**src/core/dnvm_pkg.sv**
```systemverilog
// shared constants and types for the data nonvolatile memory controller
package dnvm_pkg;

    // register offsets on the core register port
    localparam logic [7:0] DNVM_OFS_BUF    = 8'h08;
    localparam logic [7:0] DNVM_OFS_PTR    = 8'h09;
    localparam logic [7:0] DNVM_OFS_CTRL   = 8'h88;
    localparam logic [7:0] DNVM_OFS_UNLOCK = 8'h89;

    // control register field positions
    localparam int DNVM_BIT_RD     = 0;
    localparam int DNVM_BIT_WR     = 1;
    localparam int DNVM_BIT_PERMIT = 2;
    localparam int DNVM_BIT_ABORT  = 3;
    localparam int DNVM_BIT_DONE   = 4;

    // unlock keys
    localparam logic [7:0] DNVM_KEY_FIRST  = 8'h55;
    localparam logic [7:0] DNVM_KEY_SECOND = 8'hAA;

    // reset values
    localparam logic [7:0] DNVM_RST_BYTE = 8'h00;
    localparam logic       DNVM_RST_BIT  = 1'b0;

    // memory geometry
    localparam int DNVM_DEPTH  = 64;
    localparam int DNVM_AWIDTH = 6;

    // timing: figures in microseconds, counts derived from the clock rate
    localparam int DNVM_CLK_MHZ       = 20;
    localparam int DNVM_WRITE_TIME_US = 4000;
    localparam int DNVM_POWERUP_DELAY_TIMER_TIME_US  = 72000;
    localparam int DNVM_WRITE_CYC     = DNVM_WRITE_TIME_US * DNVM_CLK_MHZ;
    localparam int DNVM_POWERUP_DELAY_TIMER_CYC      = DNVM_POWERUP_DELAY_TIMER_TIME_US * DNVM_CLK_MHZ;

    // unlock sequence states
    typedef enum logic [1:0] {
        DNVM_IDLE  = 2'b00,
        DNVM_KEY1  = 2'b01,
        DNVM_ARMED = 2'b10
    } dnvm_unlock_t;

endpackage

```
**src/core/dnvm_mem_if.sv**
```systemverilog
// carrier between the controller and its byte array
`timescale 1ns/1ps
`default_nettype none
interface dnvm_mem_if;
    import dnvm_pkg::*;
    logic                   we;
    logic [DNVM_AWIDTH-1:0] waddr;
    logic [7:0]             wdata;
    logic                   re;
    logic [DNVM_AWIDTH-1:0] raddr;
    logic [7:0]             rdata;

    modport ctrl (output we, output waddr, output wdata,
                  output re, output raddr, input rdata);
    modport mem  (input we, input waddr, input wdata,
                  input re, input raddr, output rdata);
endinterface
`default_nettype wire

```
**src/core/dnvm_mem.sv**
```systemverilog
// byte array with registered read data
`timescale 1ns/1ps
`default_nettype none
module dnvm_mem (
    // clock
    input wire logic clk,
    // access port
    dnvm_mem_if.mem  m
);
    import dnvm_pkg::*;

    logic [7:0] cells [DNVM_DEPTH];

    // storage carries no reset, like the cell array it models
    always_ff @(posedge clk) begin
        if (m.we) begin
            cells[m.waddr] <= m.wdata;
        end
    end

    // read data held until the next read
    always_ff @(posedge clk) begin
        if (m.re) begin
            m.rdata <= cells[m.raddr];
        end
    end
endmodule
`default_nettype wire

```
**src/core/dnvm_ctrl.sv**
```systemverilog
// data nonvolatile memory write controller, core register side
// What this block and its software do
// RULE1 - unlock 55h then AAh, then set start
// RULE2 - no write without write permit set
// RULE3 - start bit stays clear without permit
// RULE4 - hardware never clears write permit itself
// RULE5 - clearing permit mid-write does not stop it
// RULE6 - completion clears start, sets done together
// RULE7 - done flag stays until software clears it; the block also clears it on a pin or watchdog reset
// RULE8 - power-up clears write permit
// RULE9 - power-up delay blocks all writes
// RULE10 - software masks interrupts during unlock
// RULE11 - software keeps permit clear when idle
// RULE12 - core access works under code protection
// RULE13 - lock fuse: 0 protects, 1 unprotected
// RULE14 - software verifies stressed writes by readback
// RULE15 - read trigger loads buffer next cycle
// RULE16 - unlock port reads back all zeros
// RULE17 - reset during write sets abort flag
// RULE18 - control upper three bits read zero
// RULE19 - unlock tracked by small state machine
// RULE20 - start and read bits are set-only
`timescale 1ns/1ps
`default_nettype none
module dnvm_ctrl #(
    parameter int WRITE_CYC = dnvm_pkg::DNVM_WRITE_CYC,
    parameter int POWERUP_DELAY_TIMER_CYC  = dnvm_pkg::DNVM_POWERUP_DELAY_TIMER_CYC
) (
    // clock and power-on reset
    input  wire logic       clk,
    input  wire logic       rst_n,
    // pin and watchdog resets, asynchronous sources
    input  wire logic       pin_reset_n,
    input  wire logic       wdt_reset,
    // configuration fuses
    input  wire logic       powerup_delay_timer_enable_n,
    input  wire logic       data_lock_fuse,
    // core register port
    input  wire logic [7:0] cpu_addr,
    input  wire logic [7:0] cpu_wdata,
    input  wire logic       cpu_we,
    input  wire logic       cpu_re,
    output logic      [7:0] cpu_rdata,
    // status
    output logic            store_done_flag,
    output logic            write_busy,
    output logic            data_protected
);
    import dnvm_pkg::*;

    localparam int WCW = $clog2(WRITE_CYC + 1);
    localparam int PCW = $clog2(POWERUP_DELAY_TIMER_CYC + 1);

    dnvm_mem_if mif ();

    logic [1:0]   prst_sync, wdt_sync, powerup_delay_timer_sync, lock_sync;
    logic         soft_rst;
    logic [PCW-1:0] powerup_delay_timer_cnt_reg;
    logic [WCW-1:0] wcnt_reg;
    dnvm_unlock_t unlock_reg;
    logic [7:0]   buf_reg, ptr_reg, wl_addr_reg, wl_data_reg;
    logic         rd_reg, wr_reg, store_permit, store_abort_flag;
    logic         done_reg;
    logic         wr_ctrl, wr_unlock, wr_buf, wr_ptr;
    logic         start_go, finish, rd_go;

    // two-stage synchronisers for pins and fuses
    always_ff @(posedge clk or negedge rst_n) begin
        if (!rst_n) begin
            prst_sync <= 2'h3;
            wdt_sync  <= 2'h0;
            powerup_delay_timer_sync <= 2'h0;
            lock_sync <= 2'h0;
        end else begin
            prst_sync <= {prst_sync[0], pin_reset_n};
            wdt_sync  <= {wdt_sync[0], wdt_reset};
            powerup_delay_timer_sync <= {powerup_delay_timer_sync[0], powerup_delay_timer_enable_n};
            lock_sync <= {lock_sync[0], data_lock_fuse};
        end
    end

    assign soft_rst = !prst_sync[1] || wdt_sync[1];

    // register decode; protection never gates the core [RULE12]
    assign wr_ctrl   = cpu_we && !soft_rst && cpu_addr == DNVM_OFS_CTRL;
    assign wr_unlock = cpu_we && !soft_rst && cpu_addr == DNVM_OFS_UNLOCK;
    assign wr_buf    = cpu_we && !soft_rst && cpu_addr == DNVM_OFS_BUF;
    assign wr_ptr    = cpu_we && !soft_rst && cpu_addr == DNVM_OFS_PTR;

    // start needs key sequence, permit, idle cell and expired delay
    assign start_go = wr_ctrl && cpu_wdata[DNVM_BIT_WR] && !wr_reg
                   && unlock_reg == DNVM_ARMED          // [RULE1]
                   && store_permit                      // [RULE2] [RULE3]
                   && powerup_delay_timer_cnt_reg == '0;               // [RULE9]
    assign finish   = wr_reg && wcnt_reg == '0 && !soft_rst;
    // reads are refused while a write owns the array
    assign rd_go    = wr_ctrl && cpu_wdata[DNVM_BIT_RD] && !wr_reg;

    // power-up delay; a disabled timer is zeroed once its fuse is seen
    always_ff @(posedge clk or negedge rst_n) begin
        if (!rst_n) begin
            powerup_delay_timer_cnt_reg <= PCW'(POWERUP_DELAY_TIMER_CYC);
        end else if (powerup_delay_timer_sync[1]) begin
            powerup_delay_timer_cnt_reg <= '0;
        end else if (powerup_delay_timer_cnt_reg != '0) begin
            powerup_delay_timer_cnt_reg <= powerup_delay_timer_cnt_reg - PCW'(1);          // [RULE9]
        end
    end

    // unlock tracker: any write that does not advance it drops it
    always_ff @(posedge clk or negedge rst_n) begin
        if (!rst_n) begin
            unlock_reg <= DNVM_IDLE;
        end else if (soft_rst) begin
            unlock_reg <= DNVM_IDLE;
        end else if (cpu_we) begin
            unlock_reg <= DNVM_IDLE;                          // [RULE19]
            if (wr_unlock && unlock_reg == DNVM_IDLE
                && cpu_wdata == DNVM_KEY_FIRST) begin
                unlock_reg <= DNVM_KEY1;                      // [RULE1]
            end else if (wr_unlock && unlock_reg == DNVM_KEY1
                         && cpu_wdata == DNVM_KEY_SECOND) begin
                unlock_reg <= DNVM_ARMED;                     // [RULE19]
            end
        end
    end

    // write permit: software only, cleared by power-on alone
    always_ff @(posedge clk or negedge rst_n) begin
        if (!rst_n) begin
            store_permit <= DNVM_RST_BIT;                     // [RULE8]
        end else if (wr_ctrl) begin
            store_permit <= cpu_wdata[DNVM_BIT_PERMIT];       // [RULE4]
        end
    end

    // write cycle timer; permit is not looked at once running
    always_ff @(posedge clk or negedge rst_n) begin
        if (!rst_n) begin
            wr_reg   <= DNVM_RST_BIT;
            wcnt_reg <= '0;
        end else if (soft_rst) begin
            wr_reg   <= DNVM_RST_BIT;
            wcnt_reg <= '0;
        end else if (start_go) begin
            wr_reg   <= 1'b1;
            wcnt_reg <= WCW'(WRITE_CYC - 1);
        end else if (finish) begin
            wr_reg   <= 1'b0;                                 // [RULE6]
        end else if (wr_reg) begin
            wcnt_reg <= wcnt_reg - WCW'(1);                   // [RULE5]
        end
    end

    // done flag: completion wins over a software clear
    always_ff @(posedge clk or negedge rst_n) begin
        if (!rst_n) begin
            done_reg <= DNVM_RST_BIT;
        end else if (soft_rst) begin
            done_reg <= DNVM_RST_BIT;
        end else if (finish) begin
            done_reg <= 1'b1;                                 // [RULE6]
        end else if (wr_ctrl) begin
            done_reg <= cpu_wdata[DNVM_BIT_DONE];             // [RULE7]
        end
    end

    // abort flag: survives the pin and watchdog resets it reports
    always_ff @(posedge clk or negedge rst_n) begin
        if (!rst_n) begin
            store_abort_flag <= DNVM_RST_BIT;
        end else if (soft_rst && wr_reg) begin
            store_abort_flag <= 1'b1;                         // [RULE17]
        end else if (wr_ctrl) begin
            store_abort_flag <= cpu_wdata[DNVM_BIT_ABORT];
        end
    end

    // read trigger is set-only and clears one cycle later
    always_ff @(posedge clk or negedge rst_n) begin
        if (!rst_n) begin
            rd_reg <= DNVM_RST_BIT;
        end else begin
            rd_reg <= rd_go && !rd_reg;                       // [RULE20]
        end
    end

    // buffer and pointer keep their value over soft resets
    always_ff @(posedge clk or negedge rst_n) begin
        if (!rst_n) begin
            buf_reg <= DNVM_RST_BYTE;
            ptr_reg <= DNVM_RST_BYTE;
        end else begin
            if (wr_ptr) begin
                ptr_reg <= cpu_wdata;
            end
            if (rd_reg) begin
                buf_reg <= mif.rdata;                         // [RULE15]
            end else if (wr_buf) begin
                buf_reg <= cpu_wdata;
            end
        end
    end

    // latch target at start so later bus writes cannot skew it
    always_ff @(posedge clk or negedge rst_n) begin
        if (!rst_n) begin
            wl_addr_reg <= DNVM_RST_BYTE;
            wl_data_reg <= DNVM_RST_BYTE;
        end else if (start_go) begin
            wl_addr_reg <= ptr_reg;
            wl_data_reg <= buf_reg;
        end
    end

    // array port; a pointer above the 64 bytes drops the write, reads use the low six bits
    assign mif.we    = finish && wl_addr_reg[7:DNVM_AWIDTH] == '0;
    assign mif.waddr = wl_addr_reg[DNVM_AWIDTH-1:0];
    assign mif.wdata = wl_data_reg;
    assign mif.re    = rd_go;
    assign mif.raddr = ptr_reg[DNVM_AWIDTH-1:0];

    dnvm_mem u_mem (
        .clk (clk),
        .m   (mif.mem)
    );

    // registered read mux; unmapped addresses answer zero
    always_ff @(posedge clk or negedge rst_n) begin
        if (!rst_n) begin
            cpu_rdata <= DNVM_RST_BYTE;
        end else if (cpu_re) begin
            if (cpu_addr == DNVM_OFS_BUF) begin
                cpu_rdata <= buf_reg;
            end else if (cpu_addr == DNVM_OFS_PTR) begin
                cpu_rdata <= ptr_reg;
            end else if (cpu_addr == DNVM_OFS_CTRL) begin
                cpu_rdata <= {3'h0, done_reg, store_abort_flag,
                              store_permit, wr_reg, rd_reg};  // [RULE18]
            end else begin
                cpu_rdata <= DNVM_RST_BYTE;                   // [RULE16]
            end
        end
    end

    // status outputs, all registered
    always_ff @(posedge clk or negedge rst_n) begin
        if (!rst_n) begin
            store_done_flag <= DNVM_RST_BIT;
            write_busy      <= DNVM_RST_BIT;
            data_protected  <= DNVM_RST_BIT;
        end else begin
            store_done_flag <= done_reg;
            write_busy      <= wr_reg;
            data_protected  <= !lock_sync[1];                 // [RULE13]
        end
    end
endmodule
`default_nettype wire

```
**config.mk**
```make
export PLATFORM = sky130hd
export DESIGN_NAME = dnvm_ctrl
export DESIGN_NICKNAME = d
export VERILOG_FILES = /design/src/core/dnvm_pkg.sv /design/src/core/dnvm_mem_if.sv /design/src/core/dnvm_mem.sv /design/src/core/dnvm_ctrl.sv
export SDC_FILE = /design/constraint.sdc
export NUM_CORES = 1
export LEC_CHECK = 0
export ABC_AREA = 1
export BUFFER_PORTS_ARGS = -buffer_cell sky130_fd_sc_hd__buf_4
export CORE_MARGIN = 5
export CORE_UTILIZATION = 55
export CTS_CLUSTER_DIAMETER = 60
export DETAILED_ROUTE_END_ITERATION = 16
export GPL_ROUTABILITY_DRIVEN = 0
export PLACE_DENSITY = 0.74
export SLEW_MARGIN = 15
export SYNTH_ARGS = -nofsm -noshare
export SYNTH_HDL_FRONTEND = slang
export SYNTH_SLANG_ARGS = --single-unit
export TNS_END_PERCENT = 100
```
**constraint.sdc**
```tcl
create_clock -name clk -period 2.1 [get_ports clk]
set_input_delay 0.525 -clock clk [delete_from_list [all_inputs] [get_ports clk]]
set_output_delay 0.525 -clock clk [all_outputs]
set_load 0.03 [all_outputs]
```
==> summary.txt <==
Worst setup path
  – Arrival @ worst endpoint: 2490 ps
  – RR Startpoint: wcnt_reg[0]
  – Critical Path End Type: flip-flop
  – Setup CP Type: flip-flop to flip-flop
  – Crit-path max FO: 8
  – Worst Setup Start Kind: flip-flop
  – CP required: 2450 ps
  – Setup crit start: wcnt_reg[0]

Synthesis
  – Count leader, synth: nand2_1
  – Most used flip-flop cell after synthesis: edfxtp_1
  – Sequential fraction of the synthesis area: 0.6955
  – Flops & latches, synth: 616
  – Synth area leaders: edfxtp_1, nand2_1, nand3_1
  – Top post-synthesis cells by count: nand2_1, edfxtp_1, nand3_1
  – Mapped cell area: 0.02592 mm²
  – Ys async rst share: 0.1558
  – Net count after synthesis: 2,405
  – Total of warnings raised by yosys: 0
  – Distinct cells, synth: 45
  – EDFF count, synth: 520
  – Synth top area share: 0.6023
  – Cell taking the most area after synthesis: edfxtp_1
  – Gate Count Post-Synth: 2,378
  – Synthesized area per cell: 10.90 µm²

CTS
  – Clk sink count: 616
  – Clock transition at path regs: 60 ps
  – CTS root buffer: clkbuf_16
  – H-Tree Depth: 2
  – CTS tree: built
  – CTS Buffer Depth: 3
  – TritonCTS buffer count: 60
  – Clock Latency Late Sink: 640 ps

STA
  – Final setup viols: 177
  – Final min period: 2144 ps
  – RSZ-0062 raised after global routing: yes
  – Worst-Margin Slew: 937.8 ps
  – Clk_skew: 30.13 ps
  – Final hold vios: 0
  – Worst slew margin: 0.3731
  – Final WS setup: -44.19 ps
  – Setup_tns: -3085 ps
  – Period utilization: 1.021
  – WHS: 209.3 ps
  – Slew Viols, Final: 0
  – Peak Freq: 0.4664 GHz

Route
  – Total number of vias: 18,710
  – WL per Instance: 21.06 µm
  – Final antenna-violating net count: 0
  – Post-Route WL: 67,300 µm
  – Vias per std cell: 5.855
  – DR iter-0 viols: 2,498
  – Drt first pass iters: 7
  – DRC violations left: 0

Placed design
  – Port Buffers: 34
  – Dpl hpwl: 41,830 µm
  – Place WS: -165.0 ps
  – Placed cells: 3,065

Layout
  – # diodes: 0
  – Nets: 2,566
  – Largest register FFs: 512
  – Filler cell count: 3,249
  – Non-filler instance count after layout: 3,196
  – Share of cells above drive strength 1: 0.1727
  – Synth-to-Final Area Change: 18.80%

Global routing
  – Pin count of the biggest net entering global routing: 79
  – Total GRT Usage: 0.2563
  – Vias in the first global route: 17,710
  – Initial antenna violation count: 0
  – Overflow after GRT: 0
  – First-pass GRT wire length: 101,800 µm

Floorplanning
  – # IOs: 35
  – Die ar.: 0.05158 mm²
  – Initial Utilization: 0.5569
  – Rows: 79
  – Height of the die: 227.1 µm
  – Die Width: 227.1 µm
  – Core region area: 0.04656 mm²

Worst hold path
  – HP Class: input pin to flip-flop
  – Hold Crit Start: cpu_wdata[6]

Power and ir drop
  – LEAKAGE: 11.31 nW
  – Worst vdd ir: 0.6988 mV
  – Pwr dens: 845.4 mW/mm²

Outcome
  – Failing checks: setup timing
  – Status: finished with violations

Run
  – Total of max-cap violations: 0
==> critical path, cell delays in order, from the launching register on <==
cell	delay, ps
dfrtp_1	390
inv_2	100
ha_4	140
nand3_2	80
nor2_4	120
nand4_4	170
nor2_4	280
nand3_4	130
buf_12	190
nor2_4	100
buf_6	160
==> per-stage QoR <==
step / instance area (µm²) / total power [mW] / util
detailed placement: 28040 / 15.78 / 0.6023
floorplan: 25920 / 15.24 / -
global route: 30800 / 26.93 / 0.6615
global placement: 28040 / 15.72 / 0.6023
CTS: 30340 / 26.12 / 0.6518
finish: 30800 / 26.04 / 0.6615
==> cell families after synthesis <==
logic type	synth area share
buf+inv	0.03456
xor+xnor	0.005744
simple gates	0.2415
fa+ha+maj	0.001448
compound gates	0.02128
flops	0.6955
==> metal layers <==
| metal | vias up | GRT usage | wire (µm) |
|---|---|---|---|
| met3 | 165 | 0.04836 | 6818 |
| met4 | 0 | 0.07716 | 2230 |
| met2 | 1083 | 0.4150 | 31680 |
| li1 | 8508 | - | - |
| met5 | - | 0 | 0 |
| met1 | 8956 | 0.3597 | 26570 |
==> final cells by class <==
cell class / instances / area [µm²] / area share
well taps: 607 / 759.5 / 0.02466
repair buffers: 220 / 2342 / 0.07605
flip-flops and latches: 616 / 18050 / 0.5861
clock inverters: 36 / 320.3 / 0.01040
clock buffers: 76 / 1583 / 0.05139
inverters: 86 / 341.6 / 0.01109
multi-input cells: 1554 / 7393 / 0.2401
repair inverters: 1 / 8.758 / 0.0002844
==> final timing paths <==
kind	slack (ps)	depth (start not counted)	end
min	210	3	unlock_reg[0]
min reg2reg	360	0	powerup_delay_timer_sync[1]
min in group asynchronous	350	2	lock_sync[1]
max	-40	10	u_mem.cells[17][6]
max reg2reg	-40	10	u_mem.cells[17][6]
max in group asynchronous	1120	3	powerup_delay_timer_cnt_reg[18]
==> placed cells by master, fill, tap and decap left out, drive strengths merged, types with 3 or more instances in the layout <==
cell type | Yosys | layout
a21oi | 8 | 8
buf | 83 | 213
bufinv | 0 | 4
clkbuf | 39 | 78
clkinv | 3 | 29
clkinvlp | 0 | 5
dfrtp | 85 | 85
dfstp | 11 | 11
dlygate4sd3 | 0 | 5
edfxtp | 520 | 520
ha | 3 | 3
inv | 83 | 85
nand2 | 789 | 789
nand3 | 475 | 475
nand4 | 7 | 7
nor2 | 144 | 144
nor3 | 18 | 18
o211ai | 4 | 4
o21a | 3 | 3
o21ai | 68 | 68
o221ai | 3 | 3
o22ai | 4 | 4
xnor2 | 3 | 3
xor2 | 14 | 14
==> where the power goes <==
part / internal (mW) / switching [mW] / leakage (nW)
Clock: 5.86 / 4.57 / 0.928
Sequential: 13.3 / 0.189 / 4.81
Combinational: 0.746 / 1.35 / 5.58
Total: 19.9 / 6.11 / 11.3
==> repair_timing <==
action | in CTS | in global routing
endpoints found under the setup margin | 480 | 536
hold buffers | 5 | 0
resized for setup | 85 | 97
buffers inserted | 7 | 4
pin swaps | 12 | 14
hold endpoints to repair | 27 | 0
gates cloned | 0 | 3
Power figures use the tool's default switching activity.
